==> src/core/pwr_pkg.sv <==
// constants, types and helpers shared by the power-mode clock controller
`default_nettype none
package pwr_pkg;
  // register byte offsets on the apb side
  localparam logic [7:0] OFF_SYS_ONE = 8'h00;
  localparam logic [7:0] OFF_SYS_TWO = 8'h04;
  localparam logic [7:0] OFF_TIMER_A = 8'h08;
  localparam logic [7:0] OFF_GATE_ONE = 8'h0c;
  localparam logic [7:0] OFF_GATE_TWO = 8'h10;
  localparam logic [7:0] OFF_STATUS = 8'h14;
  // field positions in system_control_one
  localparam int STANDBY_BIT = 7;
  localparam int WAIT_SEL_LSB = 4;
  localparam int LOW_SPEED_BIT = 3;
  // field positions in system_control_two
  localparam int DIRECT_BIT = 3;
  localparam int MEDIUM_BIT = 2;
  // field position in timer_a_mode_register
  localparam int WATCH_SEL_BIT = 3;
  // reset values
  localparam logic [7:0] CTRL_RESET = 8'h00;
  localparam logic [7:0] GATE_RESET = 8'hff;
  // gated module counts: first gate register then second
  localparam int GATE_ONE_USED = 7;
  localparam int GATE_TWO_USED = 4;
  localparam int N_GATED = 11;
  // state counts of a direct transfer
  localparam logic [15:0] SLEEP_STATES = 16'h0002;
  localparam logic [15:0] INTERNAL_STATES = 16'h0001;
  localparam logic [15:0] EXC_STATES = 16'h000e;
  localparam logic [15:0] PRE_STATES = SLEEP_STATES + INTERNAL_STATES;
  localparam logic [15:0] WATCH_PASS_STATES = 16'h0001;
  // ref_clk cycles per state in each mode (ref_clk stands for the oscillator)
  localparam logic [15:0] HIGH_DIV = 16'h0002;
  localparam logic [15:0] MED_DIV = 16'h0010;
  localparam logic [15:0] SUB_DIV = 16'h0040;
  // program-executing modes
  typedef enum logic [1:0] {
    MODE_HIGH = 2'h0,
    MODE_MED = 2'h1,
    MODE_SUB = 2'h2
  } mode_type;
  // controller states, one-hot
  typedef enum logic [7:0] {
    ST_HIGH = 8'h01,
    ST_MED = 8'h02,
    ST_SUB = 8'h04,
    ST_PRE = 8'h08,
    ST_WATCH = 8'h10,
    ST_EXC = 8'h20,
    ST_SLEEP_HALT = 8'h40,
    ST_WATCH_HALT = 8'h80
  } state_type;
  // cycles of ref_clk per state of the given mode
  function automatic logic [15:0] div_of(input mode_type m);
    case (m)
      MODE_HIGH: div_of = HIGH_DIV;
      MODE_MED: div_of = MED_DIV;
      MODE_SUB: div_of = SUB_DIV;
      default: div_of = HIGH_DIV;
    endcase
  endfunction
endpackage
`default_nettype wire

==> src/core/ctrl_if.sv <==
// register fields and status passed between the controller's modules
`default_nettype none
interface ctrl_if;
  logic standby_select;
  logic low_speed_on;
  logic [2:0] standby_wait_select;
  logic medium_speed_on;
  logic direct_transfer_on;
  logic watch_timer_select;
  logic [7:0] module_clock_gate_one;
  logic [7:0] module_clock_gate_two;
  logic [9:0] status;
  // register file drives the fields, reads status
  modport regs (
    output standby_select, low_speed_on, standby_wait_select, medium_speed_on,
    output direct_transfer_on, watch_timer_select,
    output module_clock_gate_one, module_clock_gate_two,
    input status
  );
  // mode controller reads the fields, drives status
  modport core (
    input standby_select, low_speed_on, standby_wait_select, medium_speed_on,
    input direct_transfer_on, watch_timer_select,
    output status
  );
  // gate bank reads the gate registers
  modport gates (
    input module_clock_gate_one, module_clock_gate_two
  );
endinterface
`default_nettype wire

==> src/core/apb_regs.sv <==
// apb slave holding the control and clock stop registers
`default_nettype none
module apb_regs
  import pwr_pkg::*;
(
  // clock and reset
  input wire logic ref_clk,
  input wire logic rst,
  // apb slave
  input wire logic psel,
  input wire logic penable,
  input wire logic pwrite,
  input wire logic [7:0] paddr,
  input wire logic [31:0] pwdata,
  input wire logic [3:0] pstrb,
  output logic [31:0] prdata,
  output logic pready,
  output logic pslverr,
  // register fields
  ctrl_if.regs cif
);
  logic [7:0] sys_one_q; // standby, wait select, low speed
  logic [7:0] sys_two_q; // direct transfer, medium speed
  logic [7:0] timer_a_q; // watch timer select lives here
  logic [7:0] gate_one_q;
  logic [7:0] gate_two_q;
  logic [31:0] prdata_q;
  logic mapped; // address hits a register
  logic wr_en;

  // decode: every register is one aligned word
  always_comb begin
    unique case (paddr)
      OFF_SYS_ONE, OFF_SYS_TWO, OFF_TIMER_A, OFF_GATE_ONE, OFF_GATE_TWO,
      OFF_STATUS: mapped = 1'b1;
      default: mapped = 1'b0;
    endcase
  end

  // zero wait states; unmapped access answers with an error
  assign pready = 1'b1;
  assign pslverr = psel & penable & ~mapped;
  // data sit in lane 0, so only that strobe writes
  assign wr_en = psel & penable & pwrite & pstrb[0] & mapped;

  // control registers
  always_ff @(posedge ref_clk or posedge rst) begin
    if (rst) begin
      sys_one_q <= CTRL_RESET;
      sys_two_q <= CTRL_RESET;
      timer_a_q <= CTRL_RESET;
    end else if (wr_en) begin
      if (paddr == OFF_SYS_ONE) sys_one_q <= pwdata[7:0];
      if (paddr == OFF_SYS_TWO) sys_two_q <= pwdata[7:0];
      if (paddr == OFF_TIMER_A) timer_a_q <= pwdata[7:0];
    end
  end

  // clock stop registers: every module starts clocked
  always_ff @(posedge ref_clk or posedge rst) begin
    if (rst) begin
      gate_one_q <= GATE_RESET;
      gate_two_q <= GATE_RESET;
    end else if (wr_en) begin
      // a 0 stops a module, a 1 restores it
      if (paddr == OFF_GATE_ONE) gate_one_q <= pwdata[7:0];
      if (paddr == OFF_GATE_TWO) gate_two_q <= pwdata[7:0];
    end
  end

  // read data captured in the setup cycle so it stands in the access cycle
  always_ff @(posedge ref_clk or posedge rst) begin
    if (rst) begin
      prdata_q <= 32'h0000_0000;
    end else if (psel && !penable && !pwrite) begin
      unique case (paddr)
        OFF_SYS_ONE: prdata_q <= {24'h00_0000, sys_one_q};
        OFF_SYS_TWO: prdata_q <= {24'h00_0000, sys_two_q};
        OFF_TIMER_A: prdata_q <= {24'h00_0000, timer_a_q};
        OFF_GATE_ONE: prdata_q <= {24'h00_0000, gate_one_q};
        OFF_GATE_TWO: prdata_q <= {24'h00_0000, gate_two_q};
        OFF_STATUS: prdata_q <= {22'h00_0000, cif.status};
        default: prdata_q <= 32'h0000_0000;
      endcase
    end
  end
  assign prdata = prdata_q;

  // fields to the controller
  assign cif.standby_select = sys_one_q[STANDBY_BIT];
  assign cif.standby_wait_select = sys_one_q[WAIT_SEL_LSB +: 3];
  assign cif.low_speed_on = sys_one_q[LOW_SPEED_BIT];
  assign cif.direct_transfer_on = sys_two_q[DIRECT_BIT];
  assign cif.medium_speed_on = sys_two_q[MEDIUM_BIT];
  assign cif.watch_timer_select = timer_a_q[WATCH_SEL_BIT];
  assign cif.module_clock_gate_one = gate_one_q;
  assign cif.module_clock_gate_two = gate_two_q;

  // both stop registers read all ones right after reset
  property p_gate_reset;
    @(posedge ref_clk) disable iff (rst)
    $past(rst) |-> (gate_one_q == GATE_RESET && gate_two_q == GATE_RESET);
  endproperty
  a_gate_reset: assert property (p_gate_reset) else $error("gate regs not all ones after reset");

  // a write of zeros to the first stop register lands on the next edge
  property p_gate_write;
    @(posedge ref_clk) disable iff (rst)
    (wr_en && paddr == OFF_GATE_ONE) |=> (gate_one_q == $past(pwdata[7:0]));
  endproperty
  a_gate_write: assert property (p_gate_write) else $error("gate write not stored");
endmodule
`default_nettype wire

==> src/core/clock_gate_bank.sv <==
// per-module clock enables and frozen interrupt requests
`default_nettype none
module clock_gate_bank
  import pwr_pkg::*;
(
  // clock and reset
  input wire logic ref_clk,
  input wire logic rst,
  // gate registers
  ctrl_if.gates cif,
  // peripheral side
  input wire logic [N_GATED-1:0] irq_in,
  output logic [N_GATED-1:0] clk_en,
  output logic [N_GATED-1:0] irq_out
);
  logic [N_GATED-1:0] en_q; // enable for each module's clock gate cell
  logic [N_GATED-1:0] irq_q; // request as seen by the interrupt controller

  // registered enable keeps the gate cell free of glitches from the bus
  always_ff @(posedge ref_clk or posedge rst) begin
    if (rst) begin
      en_q <= {N_GATED{1'b1}};
    end else begin
      en_q <= {cif.module_clock_gate_two[GATE_TWO_USED-1:0],
               cif.module_clock_gate_one[GATE_ONE_USED-1:0]};
    end
  end

  // a stopped module cannot withdraw its request, so it is held
  always_ff @(posedge ref_clk or posedge rst) begin
    if (rst) begin
      irq_q <= {N_GATED{1'b0}};
    end else begin
      for (int i = 0; i < N_GATED; i++) begin
        if (en_q[i]) irq_q[i] <= irq_in[i];
        else irq_q[i] <= irq_q[i];
      end
    end
  end

  assign clk_en = en_q;
  assign irq_out = irq_q;

  // a request outstanding at gating stays active while gated
  property p_irq_frozen;
    @(posedge ref_clk) disable iff (rst)
    (!en_q[0] && irq_q[0]) |=> irq_q[0];
  endproperty
  a_irq_frozen: assert property (p_irq_frozen) else $error("gated request dropped");

  // a one written back restores the clock one edge after the bit
  property p_gate_follow;
    @(posedge ref_clk) disable iff (rst)
    ##1 (en_q[GATE_ONE_USED] == $past(cif.module_clock_gate_two[0]));
  endproperty
  a_gate_follow: assert property (p_gate_follow) else $error("clock enable not following");
endmodule
`default_nettype wire

==> src/core/mode_ctrl.sv <==
// top of the power-mode controller: direct transfers and module clock gates
// Notes on behaviour
// - high speed sleep with medium set goes medium
// - medium speed sleep with medium clear goes high
// - subactive sleep, medium clear, goes high speed
// - subactive sleep, medium set, goes medium speed
// - three states old clock, fourteen new clock
// - from subactive: subclock states, then wait, exception
// - subactive transfers always pass through watch mode
// - stopped module loses its system clock
// - zero bit puts module into standby
// - one bit releases module, clock restored
// - both stop registers reset to all ones
// - first register gates seven listed modules
// - second register gates four listed modules
// - gated module's pending request stays frozen
// - direct transfer keeps running, then exception handling
// - disabled transfer interrupt means sleep or watch
`default_nettype none
module mode_ctrl
  import pwr_pkg::*;
#(
  parameter logic [7:0][15:0] WAIT_TABLE = {8{16'h2000}} // wait states per select
) (
  // clock and reset
  input wire logic ref_clk,
  input wire logic rst,
  // apb slave
  input wire logic psel,
  input wire logic penable,
  input wire logic pwrite,
  input wire logic [7:0] paddr,
  input wire logic [31:0] pwdata,
  input wire logic [3:0] pstrb,
  output logic [31:0] prdata,
  output logic pready,
  output logic pslverr,
  // cpu side
  input wire logic sleep_exec,
  input wire logic dt_irq_enable,
  input wire logic cpu_irq_mask,
  input wire logic wake_req,
  output logic [1:0] cur_mode,
  output logic cpu_run,
  output logic watch_active,
  output logic dt_exception,
  output logic transfer_done,
  // peripheral side
  input wire logic [N_GATED-1:0] module_irq_in,
  output logic [N_GATED-1:0] module_clk_en,
  output logic [N_GATED-1:0] module_irq_out
);
  ctrl_if cif ();

  state_type state_q, state_d; // controller state
  mode_type mode_q; // mode whose clock the cpu runs on
  mode_type src_q; // mode a transfer leaves
  mode_type tgt_q; // mode a transfer enters
  logic [15:0] wait_q; // wait states latched at sleep
  logic [15:0] div_cnt_q; // ref_clk cycles inside one state
  logic [15:0] st_cnt_q; // states inside the current phase
  logic [15:0] div_sel;
  logic [15:0] limit_sel;
  logic tick; // one state of the phase clock ends
  logic phase_end;
  logic run_q, watch_q, exc_q, done_q;
  logic sb, ls, ms, dt, ws;
  logic dt_valid; // register settings form a direct transfer
  mode_type dt_tgt;
  logic dt_ok; // transfer interrupt can be taken
  logic timed; // in a counted phase
  logic [15:0] pre_len_q, exc_len_q; // helpers for the checks

  apb_regs u_regs (
    .ref_clk(ref_clk),
    .rst(rst),
    .psel(psel),
    .penable(penable),
    .pwrite(pwrite),
    .paddr(paddr),
    .pwdata(pwdata),
    .pstrb(pstrb),
    .prdata(prdata),
    .pready(pready),
    .pslverr(pslverr),
    .cif(cif)
  );

  clock_gate_bank u_gates (
    .ref_clk(ref_clk),
    .rst(rst),
    .cif(cif),
    .irq_in(module_irq_in),
    .clk_en(module_clk_en),
    .irq_out(module_irq_out)
  );

  assign sb = cif.standby_select;
  assign ls = cif.low_speed_on;
  assign ms = cif.medium_speed_on;
  assign dt = cif.direct_transfer_on;
  assign ws = cif.watch_timer_select;
  // an i-bit mask would leave the cpu in a mode no interrupt clears
  assign dt_ok = dt_irq_enable & ~cpu_irq_mask;

  // which transfer the current settings ask for from the current mode
  always_comb begin
    dt_valid = 1'b0;
    dt_tgt = mode_q;
    unique case (mode_q)
      MODE_HIGH: begin
        if (!sb && !ls && ms && dt) begin
          dt_valid = 1'b1;
          dt_tgt = MODE_MED;
        end else if (sb && ls && dt && ws) begin
          dt_valid = 1'b1;
          dt_tgt = MODE_SUB;
        end
      end
      MODE_MED: begin
        if (!sb && !ls && !ms && dt) begin
          dt_valid = 1'b1;
          dt_tgt = MODE_HIGH;
        end else if (sb && ls && dt && ws) begin
          dt_valid = 1'b1;
          dt_tgt = MODE_SUB;
        end
      end
      MODE_SUB: begin
        if (sb && !ls && dt && ws) begin
          dt_valid = 1'b1;
          dt_tgt = ms ? MODE_MED : MODE_HIGH;
        end
      end
      default: begin
        dt_valid = 1'b0;
      end
    endcase
  end

  // phase clock: source clock before the switch, target clock after
  assign div_sel = (state_q == ST_PRE) ? div_of(src_q) : div_of(tgt_q);
  always_comb begin
    unique case (state_q)
      ST_PRE: limit_sel = PRE_STATES;
      ST_WATCH: limit_sel = (tgt_q == MODE_SUB) ? WATCH_PASS_STATES : wait_q;
      ST_EXC: limit_sel = EXC_STATES;
      default: limit_sel = 16'h0001;
    endcase
  end
  assign timed = (state_q == ST_PRE) || (state_q == ST_WATCH) || (state_q == ST_EXC);
  assign tick = timed && (div_cnt_q == div_sel - 16'h0001);
  assign phase_end = tick && (st_cnt_q == limit_sel - 16'h0001);

  // next state
  always_comb begin
    state_d = state_q;
    unique case (state_q)
      ST_HIGH, ST_MED, ST_SUB: begin
        if (sleep_exec) begin
          if (dt_valid && dt_ok) state_d = ST_PRE;
          else if (sb) state_d = ST_WATCH_HALT;
          else state_d = ST_SLEEP_HALT;
        end
      end
      ST_PRE: begin
        if (phase_end) begin
          if (src_q == MODE_SUB || tgt_q == MODE_SUB) state_d = ST_WATCH;
          else state_d = ST_EXC;
        end
      end
      ST_WATCH: if (phase_end) state_d = ST_EXC;
      ST_EXC: begin
        if (phase_end) begin
          unique case (tgt_q)
            MODE_HIGH: state_d = ST_HIGH;
            MODE_MED: state_d = ST_MED;
            default: state_d = ST_SUB;
          endcase
        end
      end
      ST_SLEEP_HALT, ST_WATCH_HALT: begin
        if (wake_req) begin
          unique case (mode_q)
            MODE_HIGH: state_d = ST_HIGH;
            MODE_MED: state_d = ST_MED;
            default: state_d = ST_SUB;
          endcase
        end
      end
      default: state_d = ST_MED;
    endcase
  end

  // state register; reset lands in medium-speed active mode
  always_ff @(posedge ref_clk or posedge rst) begin
    if (rst) state_q <= ST_MED;
    else state_q <= state_d;
  end

  // phase counters restart on every state change
  always_ff @(posedge ref_clk or posedge rst) begin
    if (rst) begin
      div_cnt_q <= 16'h0000;
      st_cnt_q <= 16'h0000;
    end else if (!timed || phase_end) begin
      div_cnt_q <= 16'h0000;
      st_cnt_q <= 16'h0000;
    end else if (tick) begin
      div_cnt_q <= 16'h0000;
      st_cnt_q <= st_cnt_q + 16'h0001;
    end else begin
      div_cnt_q <= div_cnt_q + 16'h0001;
    end
  end

  // transfer endpoints and wait latched when sleep is taken
  always_ff @(posedge ref_clk or posedge rst) begin
    if (rst) begin
      src_q <= MODE_MED;
      tgt_q <= MODE_MED;
      wait_q <= 16'h0001;
    end else if (state_d == ST_PRE && state_q != ST_PRE) begin
      src_q <= mode_q;
      tgt_q <= dt_tgt;
      wait_q <= WAIT_TABLE[cif.standby_wait_select];
    end
  end

  // the cpu clock switches to the target once the old-clock states end
  always_ff @(posedge ref_clk or posedge rst) begin
    if (rst) mode_q <= MODE_MED;
    else if (state_q == ST_PRE && phase_end) mode_q <= tgt_q;
  end

  // cpu-facing levels and the completion pulse
  always_ff @(posedge ref_clk or posedge rst) begin
    if (rst) begin
      run_q <= 1'b1;
      watch_q <= 1'b0;
      exc_q <= 1'b0;
      done_q <= 1'b0;
    end else begin
      // program execution only halts in watch or the halt modes
      run_q <= !(state_d == ST_WATCH || state_d == ST_SLEEP_HALT ||
                 state_d == ST_WATCH_HALT);
      // watch handling of inputs, as for standby-type transitions
      watch_q <= (state_d == ST_WATCH) || (state_d == ST_WATCH_HALT);
      exc_q <= (state_d == ST_EXC);
      done_q <= (state_q == ST_EXC) && phase_end;
    end
  end

  assign cur_mode = mode_q;
  assign cpu_run = run_q;
  assign watch_active = watch_q;
  assign dt_exception = exc_q;
  assign transfer_done = done_q;
  assign cif.status = {mode_q, state_q};

  // length counters that only the checks read
  always_ff @(posedge ref_clk or posedge rst) begin
    if (rst) begin
      pre_len_q <= 16'h0000;
      exc_len_q <= 16'h0000;
    end else begin
      pre_len_q <= (state_q == ST_PRE) ? pre_len_q + 16'h0001 : 16'h0000;
      exc_len_q <= (state_q == ST_EXC) ? exc_len_q + 16'h0001 : 16'h0000;
    end
  end

  property p_high_to_med;
    @(posedge ref_clk) disable iff (rst)
    (state_q == ST_HIGH && sleep_exec && dt_ok && !sb && !ls && ms && dt)
      |=> (state_q == ST_PRE && tgt_q == MODE_MED);
  endproperty
  a_high_to_med: assert property (p_high_to_med) else $error("no transfer high to medium");

  property p_med_to_high;
    @(posedge ref_clk) disable iff (rst)
    (state_q == ST_MED && sleep_exec && dt_ok && !sb && !ls && !ms && dt)
      |=> (state_q == ST_PRE && tgt_q == MODE_HIGH);
  endproperty
  a_med_to_high: assert property (p_med_to_high) else $error("no transfer medium to high");

  property p_sub_to_high;
    @(posedge ref_clk) disable iff (rst)
    (state_q == ST_SUB && sleep_exec && dt_ok && sb && !ls && !ms && dt && ws)
      |=> (state_q == ST_PRE && tgt_q == MODE_HIGH);
  endproperty
  a_sub_to_high: assert property (p_sub_to_high) else $error("no transfer sub to high");

  property p_sub_to_med;
    @(posedge ref_clk) disable iff (rst)
    (state_q == ST_SUB && sleep_exec && dt_ok && sb && !ls && ms && dt && ws)
      |=> (state_q == ST_PRE && tgt_q == MODE_MED);
  endproperty
  a_sub_to_med: assert property (p_sub_to_med) else $error("no transfer sub to medium");

  property p_pre_high_len;
    @(posedge ref_clk) disable iff (rst)
    ($rose(state_q == ST_PRE) && src_q == MODE_HIGH)
      |-> (state_q == ST_PRE) [*6] ##1 (state_q != ST_PRE);
  endproperty
  a_pre_high_len: assert property (p_pre_high_len) else $error("pre states wrong length");

  property p_exc_len;
    @(posedge ref_clk) disable iff (rst)
    $fell(state_q == ST_EXC) |-> (exc_len_q == EXC_STATES * div_of(tgt_q));
  endproperty
  a_exc_len: assert property (p_exc_len) else $error("exception states wrong length");

  property p_pre_sub_len;
    @(posedge ref_clk) disable iff (rst)
    ($fell(state_q == ST_PRE) && src_q == MODE_SUB) |-> (pre_len_q == PRE_STATES * SUB_DIV);
  endproperty
  a_pre_sub_len: assert property (p_pre_sub_len) else $error("subclock states wrong length");

  property p_via_watch;
    @(posedge ref_clk) disable iff (rst)
    (state_q == ST_PRE && phase_end && (src_q == MODE_SUB || tgt_q == MODE_SUB))
      |=> (state_q == ST_WATCH) ##1 watch_active;
  endproperty
  a_via_watch: assert property (p_via_watch) else $error("sub transfer skipped watch");

  property p_end_mode;
    @(posedge ref_clk) disable iff (rst)
    $fell(state_q == ST_EXC) |-> (mode_q == tgt_q && transfer_done && cpu_run);
  endproperty
  a_end_mode: assert property (p_end_mode) else $error("transfer did not complete");

  property p_disabled_halts;
    @(posedge ref_clk) disable iff (rst)
    ((state_q == ST_HIGH || state_q == ST_MED) && sleep_exec && dt_valid && !dt_ok)
      |=> ((state_q == ST_SLEEP_HALT || state_q == ST_WATCH_HALT) && !cpu_run);
  endproperty
  a_disabled_halts: assert property (p_disabled_halts) else $error("no halt on masked transfer");
endmodule
`default_nettype wire

==> config.mk <==
export PLATFORM = sky130hd
export DESIGN_NAME = mode_ctrl
export DESIGN_NICKNAME = d
export VERILOG_FILES = /design/src/core/pwr_pkg.sv /design/src/core/ctrl_if.sv /design/src/core/apb_regs.sv /design/src/core/clock_gate_bank.sv /design/src/core/mode_ctrl.sv
export SDC_FILE = /design/constraint.sdc
export NUM_CORES = 1
export LEC_CHECK = 0
export BUFFER_PORTS_ARGS = -buffer_cell sky130_fd_sc_hd__buf_4
export CORE_MARGIN = 1.5
export CORE_UTILIZATION = 45
export DETAILED_ROUTE_END_ITERATION = 10
export GPL_TIMING_DRIVEN = 1
export PLACE_DENSITY = 0.67
export SYNTH_ARGS = -nofsm -noshare
export SYNTH_HDL_FRONTEND = slang
export SYNTH_SLANG_ARGS = --single-unit
export TNS_END_PERCENT = 30
==> constraint.sdc <==
create_clock -name ref_clk -period 8.1 [get_ports ref_clk]
set_input_delay 0.81 -clock ref_clk [delete_from_list [all_inputs] [get_ports ref_clk]]
set_output_delay 0.81 -clock ref_clk [all_outputs]
set_load 0.05 [all_outputs]
==> flow_metrics.py, run 1 <==
metrics = {
    "grt": {
        "grt_pass1_wl_um": 23100,
        "grt_antenna_before_repair": 0,
        "globalRouteOverflowTotal": 0,
        "grt_max_degree": 86,
        "grt_pass1_vias": 4578,
        "grt_use_total_pct": 19.8,
    },
    "worst_setup_path": {
        "cp.required_ns": 8.38,
        "worstSetupEndpointType": "register",
        "cp_cell_sequence": "or3b_4 > o31a_1 > or2_2 > ha_1 > ha_1 > nor4_1 > o211ai_1 > or4b_1 > a221oi_4 > nand2b_1 > nor2_1",
        "r2r_end": "div_cnt_q[10]$_DFF_PP0_",
        "criticalPathCategory": "reg2reg",
        "critPathSlowestCell": "a221oi_4",
        "r2r_start": "state_q[4]$_DFF_PP0_",
        "arrival_ns": 4.90,
        "reg2reg_slack_ns": 3.47,
        "reg2reg_depth": 11,
        "max_stage_delay_ns": 0.63,
        "crit_path_frequent_cell": "ha_1",
        "path_max_fanout": 16,
        "startpoint_type": "register",
    },
    "synthesis": {
        "synth_xor_xnor_area_share_pct": 5.55,
        "async_flop_share_pct": 100,
        "ys_seq_area_share_pct": 48.6,
        "syn_inst": 587,
        "yosys.area.top_type_share_pct": 35.2,
        "synth-compound-area-share_pct": 8.15,
        "syn_avg_cell_area_sq_um": 11.0,
        "synth_top_family_by_area": "simple AND/OR/NAND/NOR gates",
        "synth_edf_count": 0,
        "synthAdderAreaFrac_pct": 2.52,
        "netlist_area_sq_um": 6460,
        "yosysWarnings": 0,
        "synthTopCellsByArea": "dfrtp_1 35%, dfstp_2 13%, mux2_2 12%",
        "yosys.area_share.simple_pct": 17.1,
        "muxShareOfSynthArea_pct": 12.9,
        "synthTopCellsByCount": "91 x dfrtp_1, 67 x mux2_2, 58 x nor2_1",
        "synth.distinct_cells": 66,
        "synth_most_common_cell": "dfrtp_1",
        "ys.flop_type": "dfrtp_1",
        "synth-seq-cells": 124,
        "netlist.top_cell.by_area": "dfrtp_1",
    },
    "clock_tree": {
        "clk_pin_slew_worst_paths_ns": 0.06,
        "ctsResizeCount": 0,
        "clk_latency_ns": 0.42,
        "cts_tree": "built",
        "hold_buffers": 0,
        "h-tree-depth": 4,
        "ctsRootBufferMaster": "clkbuf_16",
        "numCtsBuffers": 17,
        "clock_path_buffers": 2,
        "post_cts.repair.setup_buffers": 0,
        "clock_sinks": 124,
    },
    "cells_and_area": {
        "final_cells": 859,
        "multi_input_area_sq_um": 3070,
        "antenna_cells": 0,
        "drive_gt1_share_pct": 33.3,
        "areaGrowthSynthToFinish_pct": 19.3,
        "nFillCells": 1199,
        "layout.nets": 743,
        "regArea_sq_um": 3140,
    },
    "power": {
        "irDropWorstVdd_v": 0.000147,
        "power_leakage_nw": 3.53,
        "power_density_nw_per_um2": 205,
        "p_total_mw": 1.58,
    },
    "timing": {
        "finalCriticalPeriod_ns": 4.63,
        "period_share_pct": 57.1,
        "rsz0062_at_grt": "false",
        "finalMaxSlewViolations": 0,
        "finalHoldViolations": 0,
        "worstMarginPinSlew_ns": 1.19,
        "skew_ns": 0.0102,
        "setup_violations": 0,
        "slew_headroom_pct": 20.0,
        "max_freq_ghz": 0.216,
        "setup_tns_ns": 0,
    },
    "min_path": {
        "hold_path_depth": 0,
        "holdPathEnd": "u_gates.clk_en[5]$_DFF_PP1_",
        "hold_class": "reg2reg",
        "worstHoldStart": "u_regs.cif.module_clock_gate_one[5]$_DFFE_PP1P_",
    },
    "place": {
        "routabilityCongestion": 0.838,
        "hpwl_um": 9930,
        "port_buffers": 75,
        "placed_cells": 827,
    },
    "routing": {
        "routedWlPerCell_um": 16.5,
        "ant_nets": 0,
        "totalWireLength_um": 14200,
        "drt_iter0_markers": 254,
        "vias": 4677,
        "via_per_inst": 5.44,
        "firstDrtPassIters": 5,
        "drc": 0,
    },
    "floorplanning": {
        "die_h_um": 123,
        "rows": 43,
        "ios": 126,
        "core_area_sq_um": 13900,
        "initial_utilization_pct": 46.4,
        "die_area_sq_um": 15100,
        "dieWidth_um": 123,
    },
    "flow_run": {
        "cap_viol_max_count": 0,
    },
    "outcome": {
        "run_status": "complete, no violations",
    },
}
area by class of cell:
| type | instances | area share [%] |
|---|---|---|
| Clock buffer | 20 | 5.79 |
| Timing Repair Buffer | 78 | 7.59 |
| Tap cell | 180 | 2.92 |
| Inverter | 18 | 0.909 |
| Multi-Input combinational cell | 427 | 39.9 |
| Clock inverter | 12 | 2.16 |
| Sequential cell | 124 | 40.8 |
power by group:
group | switching (mW) | internal [mW]
Clock | 0.288 | 0.495
Sequential | 0.0158 | 0.633
Combinational | 0.106 | 0.0441
stage by stage:
stage	hold WS, ns	worst slack, ns	utilization (%)	cell area, sq um
floorplan	0.357	4.05	-	6540
global placement	0.363	3.61	50.9	7100
detailed placement	0.363	3.46	50.9	7100
CTS	0.373	3.43	55.3	7710
global route	0.377	3.13	55.3	7710
finish	0.372	3.47	55.3	7710
routing by layer:
layer / GRT usage (%) / part of all wire, %
met3: 3.72 / 4.4
met4: 8.79 / 1.6
met2: 30.9 / 48
met1: 26.9 / 46
met5: 0 / 0
placed cells by master (no fill, tap or decap), types with 4 or more instances in the layout:
master	instances
nand4_1	20
and2_1	4
conb_1	23
xnor2_1	16
nor3_1	7
dfrtp_1	91
dfstp_2	33
nand3_1	18
a31oi_1	4
o21ai_0	20
a22o_1	10
nor4_1	10
and3_1	13
inv_1	17
mux2i_1	4
ha_1	13
xor2_1	25
nor2_1	58
clkinv_4	6
a21oi_1	5
buf_4	78
nand2_1	37
mux2_2	67
or3_1	5
a221oi_1	8
clkbuf_16	17
worst max-delay path, delay by kind of cell, from the launching register on:
family	cells	cell delay [ns]
simple gates	6	2.44
compound gates	3	1.05
flops	1	0.55
fa+ha+maj	2	0.44
logic make-up after synthesis:
group                      Yosys count
DFF                                124
other                                2
muxes                               74
AOI/OAI and AO/OA                   70
buffers and inverters               57
adders and majority gates           13
xor gates and xnor gates            41
and+or+nand+nor                    206
worst max path at each step:
stage | from | endpoint | slack (ns) | cells past startpoint
floorplan | rst | cur_mode[1]$_DFFE_PP0P_ | 4.05 | 1
global placement | state_q[5]$_DFF_PP0_ | watch_active$_DFF_PP0_ | 3.61 | 12
detailed placement | state_q[5]$_DFF_PP0_ | div_cnt_q[10]$_DFF_PP0_ | 3.46 | 11
CTS | state_q[4]$_DFF_PP0_ | div_cnt_q[10]$_DFF_PP0_ | 3.43 | 11
global route | state_q[4]$_DFF_PP0_ | div_cnt_q[9]$_DFF_PP0_ | 3.13 | 11
finish | state_q[4]$_DFF_PP0_ | div_cnt_q[10]$_DFF_PP0_ | 3.47 | 11
state kept, by name (all words and copies together), names as in the netlist:
signal                            flops
state_q                               8
st_cnt_q                             16
u_regs.prdata                        10
u_regs.cif.module_clock_gate_one      8
src_q                                 2
dt_exception                          1
tgt_q                                 2
u_gates.clk_en                       11
transfer_done                         1
cpu_run                               1
u_regs.cif.module_clock_gate_two      8
wait_q                                2
div_cnt_q                            16
watch_active                          1
u_regs.sys_one_q                      8
u_regs.sys_two_q                      8
u_gates.irq_out                      11
u_regs.timer_a_q                      8
cur_mode                              2
No activity file was read; power rests on OpenSTA's default activity.
==> inputs of run 2 (changes only) <==
Settings changed: ABC_AREA from default to 1.
Clock period 8.1 ns to 4.8 ns, I/O delays scaled along.
==> run 2 against run 1 <==
Effect of this change: die area up 4.3%; sequential share of layout area shrank 1.6 points; first-iteration DRC count grew 86%; clock skew down 0.0031 ns; via count increased by 20%; wire length rose by 8.8%; clock power increased by 70%; maximum frequency rose by 34%; clock-buffer cell count decreased by 2; critical path type unchanged; largest cell class unchanged; highest routed layer unchanged.
==> flow_metrics.py, run 2 <==
metrics = {
    "outcome": {
        "run_status": "complete, no violations",
    },
    "floorplanning": {
        "rows": 44,
        "die_h_um": 126,
        "ios": 126,
        "initial_utilization_pct": 46.3,
        "die_area_sq_um": 15800,
        "core_area_sq_um": 14600,
        "dieWidth_um": 126,
    },
    "routing": {
        "drt_iter0_markers": 472,
        "drc": 0,
        "ant_nets": 0,
        "routedWlPerCell_um": 13.9,
        "totalWireLength_um": 15400,
        "vias": 5595,
        "via_per_inst": 5.02,
        "firstDrtPassIters": 5,
    },
    "clock_tree": {
        "clock_path_buffers": 2,
        "ctsRootBufferMaster": "clkbuf_16",
        "numCtsBuffers": 17,
        "ctsResizeCount": 0,
        "post_cts.repair.setup_buffers": 0,
        "hold_buffers": 0,
        "clk_latency_ns": 0.43,
        "clk_pin_slew_worst_paths_ns": 0.06,
        "cts_tree": "built",
        "clock_sinks": 124,
        "h-tree-depth": 4,
    },
    "cells_and_area": {
        "drive_gt1_share_pct": 20.8,
        "final_cell_mix": "181 x nand2_1, 110 x inv_1, 94 x nor2_1",
        "antenna_cells": 0,
        "areaGrowthSynthToFinish_pct": 18.8,
        "layout.nets": 994,
        "final_common_cell": "nand2_1",
        "top_regs": "div_cnt_q: 16 flops, st_cnt_q: 16 flops",
    },
    "place": {
        "port_buffers": 75,
        "hpwl_um": 11300,
        "routabilityCongestion": 0.877,
    },
    "worst_setup_path": {
        "startpoint_type": "register",
        "cp.required_ns": 5.09,
        "criticalPathCategory": "reg2reg",
        "path_max_fanout": 25,
        "worstSetupEndpointType": "register",
        "arrival_ns": 3.74,
    },
    "timing": {
        "setup_violations": 0,
        "slew_headroom_pct": 34.0,
        "finalHoldViolations": 0,
        "finalMaxSlewViolations": 0,
        "finalCriticalPeriod_ns": 3.45,
        "worstMarginPinSlew_ns": 0.986,
        "period_share_pct": 72.0,
        "rsz0062_at_grt": "false",
        "max_freq_ghz": 0.290,
        "setup_tns_ns": 0,
        "skew_ns": 0.00714,
    },
    "power": {
        "power_leakage_nw": 3.82,
        "power_density_nw_per_um2": 376,
        "p_total_mw": 3.02,
        "irDropWorstVdd_v": 0.000255,
    },
    "synthesis": {
        "ys_seq_area_share_pct": 46.6,
        "netlist.top_cell.by_area": "dfrtp_1",
        "synth.distinct_cells": 43,
        "syn_inst": 837,
        "synth-seq-cells": 124,
        "synth_edf_count": 0,
        "synth_most_common_cell": "nand2_1",
        "synthTopCellsByCount": "181 x nand2_1, 111 x inv_1, 94 x nor2_1",
        "async_flop_share_pct": 100,
        "netlist_area_sq_um": 6750,
        "ys.flop_type": "dfrtp_1",
        "syn_avg_cell_area_sq_um": 8.07,
        "yosysWarnings": 0,
        "synthTopCellsByArea": "dfrtp_1 34%, dfstp_2 13%, nand2_1 10%",
        "yosys.area.top_type_share_pct": 33.7,
    },
    "grt": {
        "grt_pass1_wl_um": 25600,
        "grt_pass1_vias": 5266,
        "grt_max_degree": 45,
        "globalRouteOverflowTotal": 0,
        "grt_antenna_before_repair": 0,
        "grt_use_total_pct": 20.5,
    },
    "min_path": {
        "hold_class": "in2async",
    },
    "flow_run": {
        "cap_viol_max_count": 0,
    },
}
run 2: area by class of cell:
class                      instances  area [sq um]
clock buffer                      18           429
clock inverter                    14           186
fill                            1363          6570
inverter                         120           453
multi-input combinational        576          2990
sequential                       124          3140
tap                              184           230
timing repair buffer              78           586
run 2: critical path: stages (launching register included):
cell	delay [ns]
dfstp_2	0.55
inv_1	0.05
ha_1	0.28
inv_1	0.04
nand3_1	0.14
nand2_2	0.11
ha_1	0.25
ha_1	0.31
xor2_1	0.16
nand3_1	0.07
nor2_1	0.05
nand3_1	0.08
nor2_2	0.05
nand3_4	0.09
nor2_8	0.07
nor2_2	0.44
inv_2	0.35
nand2_1	0.15
o21ai_0	0.08
run 2: power breakdown:
| part | total [mW] | switching, mW | internal [mW] |
|---|---|---|---|
| logic | 0.570 | 0.401 | 0.168 |
| registers | 1.11 | 0.0262 | 1.09 |
| clock network | 1.33 | 0.506 | 0.827 |
run 2: path summary, 6_finish.rpt:
| path | to | cells after the start | from | slack (ns) |
|---|---|---|---|---|
| hold / removal | dt_exception$_DFF_PP0_ | 2 | rst | 0.13 |
| setup / recovery | st_cnt_q[9]$_DFFE_PP0P_ | 18 | src_q[0]$_DFFE_PP1P_ | 1.35 |
| min in group ref_clk | u_gates.irq_out[5]$_DFFE_PP0P_ | 2 | module_irq_in[5] | 0.28 |
| max in group asynchronous | wait_q[0]$_DFFE_PP1P_ | 3 | rst | 3.72 |
| setup reg to reg | st_cnt_q[9]$_DFFE_PP0P_ | 18 | src_q[0]$_DFFE_PP1P_ | 1.35 |
| hold reg to reg | u_gates.clk_en[5]$_DFF_PP1_ | 0 | u_regs.cif.module_clock_gate_one[5]$_DFFE_PP1P_ | 0.36 |
run 2: cell families (layout without fill, tap and decap cells):
logic type      count (synthesis)  count (layout)  share of synthesized area [%]
compound gates                129             129                           11.0
xor+xnor                       17              17                           2.20
fa+ha+maj                      13              13                           2.41
buf+inv                       158             230                           10.4
flops                         124             124                           46.6
mux                            12              12                           2.00
other cells                     2              23                          0.111
simple gates                  382             382                           25.3
run 2: per-stage QoR:
step / hold slack [ns] / cells / cell area (sq um) / worst slack (ns) / utilization [%]
2_1_floorplan: 0.354 / 858 / 6830 / 1.08 / -
3_3_place_gp: 0.355 / 1082 / 7410 / 1.38 / 50.8
3_5_place_dp: 0.356 / 1082 / 7410 / 1.30 / 50.8
4_1_cts: 0.144 / 1114 / 8020 / 1.31 / 55.0
5_1_grt: 0.165 / 1114 / 8020 / 0.966 / 55.0
6_report: 0.126 / 1114 / 8020 / 1.35 / 55.0
run 2: metal layers:
layer / part of all wire [%] / global-route usage [%] / vias up
met2: 44 / 30.7 / 143
met5: 0 / 0 / -
met4: 1.0 / 5.15 / 0
li1: - / - / 2833
met1: 49 / 29.7 / 2608
met3: 5.3 / 5.09 / 11
==> inputs of run 3 (changes only) <==
Settings changed: PLACE_DENSITY 0.67 to 0.69.
Clock period 4.8 ns to 2.9 ns, I/O delays scaled along.
==> run 3 against run 2 <==
Effect of this change: the run now ends with setup timing left; final cell count rose by 5.7%; clock skew is 0.00058 ns lower; critical path depth increased by 1; setup slack lost 1.4 ns; clock-buffer cell count grew 1; via count increased by 7.4%; sequential power rose by 67%; die area unchanged; utilization increased by 5.7 points; largest power group unchanged.
==> flow_metrics.py, run 3 (same netlist as run 2, synthesis figures left out) <==
metrics = {
    "timing": {
        "timing.hold.ws_ns": 0.0643,
        "period_share_pct": 101,
        "finalMaxSlewViolations": 0,
        "rsz0062_at_grt": "true",
        "finalCriticalPeriod_ns": 2.92,
        "worstMarginPinSlew_ns": 0.632,
        "finalHoldViolations": 0,
        "worst_slack_ns": -0.0179,
        "setup_violations": 1,
        "skew_ns": 0.00656,
        "max_freq_ghz": 0.343,
        "slew_headroom_pct": 57.9,
    },
    "cells_and_area": {
        "final_cell_mix": "171 x nand2_1, 133 x buf_4, 105 x inv_1",
        "areaGrowthSynthToFinish_pct": 31.1,
        "final_common_cell": "nand2_1",
        "antenna_cells": 0,
        "layout.nets": 1058,
        "drive_gt1_share_pct": 30.2,
        "top_regs": "div_cnt_q: 16 flops, st_cnt_q: 16 flops",
    },
    "floorplanning": {
        "rows": 44,
        "die_h_um": 126,
        "die_area_sq_um": 15800,
        "initial_utilization_pct": 46.3,
        "ios": 126,
        "core_area_sq_um": 14600,
        "dieWidth_um": 126,
    },
    "min_path": {
        "hold_class": "in2async",
    },
    "flow_run": {
        "cap_viol_max_count": 0,
    },
    "clock_tree": {
        "numCtsBuffers": 17,
        "clk_latency_ns": 0.42,
        "clk_pin_slew_worst_paths_ns": 0.06,
        "cts_tree": "built",
        "clock_sinks": 124,
        "ctsRootBufferMaster": "clkbuf_16",
        "clock_path_buffers": 2,
        "h-tree-depth": 4,
    },
    "routing": {
        "drc": 0,
        "drt_iter0_markers": 615,
        "vias": 6007,
        "firstDrtPassIters": 5,
        "routedWlPerCell_um": 14.1,
        "via_per_inst": 5.10,
        "totalWireLength_um": 16600,
        "ant_nets": 0,
    },
    "place": {
        "port_buffers": 75,
        "routabilityCongestion": 0.905,
        "pre_cts_slack_ns": -0.180,
        "hpwl_um": 11400,
    },
    "worst_setup_path": {
        "path_max_fanout": 6,
        "cp.required_ns": 3.19,
        "worstSetupEndpointType": "register",
        "max_stage_delay_ns": 0.54,
        "arrival_ns": 3.21,
        "critPathSlowestCell": "dfstp_2",
        "criticalPathCategory": "reg2reg",
        "cp_cell_sequence": "buf_4 > ha_1 > inv_1 > nand2_4 > o21ai_4 > ha_4 > ha_4 > xor2_2 > nand3_1 > nor2_1 > nand3_1 > nor2_2 > nand3_4 > nor2_8 > nand2_8 > nand2_8 > nand2_4 > nand2_2 > nand3_2",
        "startpoint_type": "register",
    },
    "grt": {
        "grt_max_degree": 125,
        "grt_pass1_wl_um": 27200,
        "grt_use_total_pct": 21.7,
        "globalRouteOverflowTotal": 0,
        "grt_antenna_before_repair": 0,
        "grt_pass1_vias": 5571,
    },
    "power": {
        "power_density_nw_per_um2": 612,
        "irDropWorstVdd_v": 0.000541,
        "power_leakage_nw": 4.21,
    },
    "outcome": {
        "violations": "setup timing",
        "run_status": "finished with violations",
    },
}
==> run 3: cell types whose count changed in the layout (fill, tap and decap cells not counted), moves of 5 or more <==
cell     delta
buf_4      +55
nor2_1      -6
o21ai_0     -7
nand2_1    -10
inv_1       -5
buf_6       +5
o21ai_1     +5
ha_1        -8
nand2_4     +7
ha_4        +7
==> run 3: layer usage <==
metal / part of all wire [%] / GRT usage [%] / up-vias
met1: 46 / 31.9 / 2810
met2: 46 / 31.9 / 209
li1: - / - / 2963
met4: 1.9 / 8.49 / 0
met5: 0 / 0 / -
met3: 6.6 / 3.68 / 25
==> run 3: cell type report <==
cell class	count	area, sq um
Inverter	120	457
Clock buffer	19	433
Tap cell	184	230
Multi-Input combinational cell	577	3300
Fill cell	1228	5740
Sequential cell	124	3140
Timing Repair Buffer	141	1120
Clock inverter	13	165
==> run 3: worst paths after layout <==
path / slack [ns] / to / start / cells after the start
max: -0.02 / state_q[2]$_DFF_PP0_ / tgt_q[0]$_DFFE_PP1P_ / 19
min: 0.06 / u_gates.irq_out[9]$_DFFE_PP0P_ / rst / 3
max reg2reg: -0.02 / state_q[2]$_DFF_PP0_ / tgt_q[0]$_DFFE_PP1P_ / 19
min reg2reg: 0.36 / u_gates.clk_en[1]$_DFF_PP1_ / u_regs.cif.module_clock_gate_one[1]$_DFFE_PP1P_ / 0
max in group asynchronous: 2.38 / tgt_q[1]$_DFFE_PP0P_ / rst / 3
min in group ref_clk: 0.10 / u_gates.irq_out[4]$_DFFE_PP0P_ / module_irq_in[4] / 2
==> run 3: through the flow <==
| stage | instances | area, sq um | TNS (ns) | total power [mW] | util [%] |
|---|---|---|---|---|---|
| 6_report | 1178 | 8850 | -0.0179 | 5.42 | 60.7 |
| 5_1_grt | 1178 | 8850 | -4.50 | 5.66 | 60.7 |
| 4_1_cts | 1174 | 8630 | -0.0191 | 5.32 | 59.1 |
| 3_5_place_dp | 1139 | 7860 | -3.89 | 3.04 | 53.9 |
| 3_3_place_gp | 1139 | 7860 | -2.85 | 3.02 | 53.9 |
| 2_1_floorplan | 858 | 6840 | -0.215 | 2.60 | - |
==> run 3: power breakdown <==
| group | internal, mW | total, mW | switching (mW) |
|---|---|---|---|
| Clock | 1.36 | 2.15 | 0.798 |
| Combinational | 0.595 | 1.41 | 0.819 |
| Sequential | 1.80 | 1.85 | 0.0489 |
| Total | 3.75 | 5.42 | 1.67 |
==> run 3: what timing repair did <==
| action | in CTS | in global routing |
|---|---|---|
| setup buffers | 2 | 3 |
| resized for setup | 29 | 47 |
| pin swaps | 18 | 24 |
| endpoints found under the hold margin | 0 | 0 |
| hold buffers | 0 | 0 |
| gates cloned | 1 | 1 |
| endpoints found under the setup margin | 44 | 44 |
==> run 3: critical path, delay by kind of cell (launching register included) <==
kind	cells	cell delay, ns
AO/OA/AOI/OAI	1	0.08
XOR/XNOR	1	0.15
flip-flops	1	0.54
buffers and inverters	2	0.18
AND/OR/NAND/NOR	12	1.26
adder cells (fa/ha/maj)	3	0.60
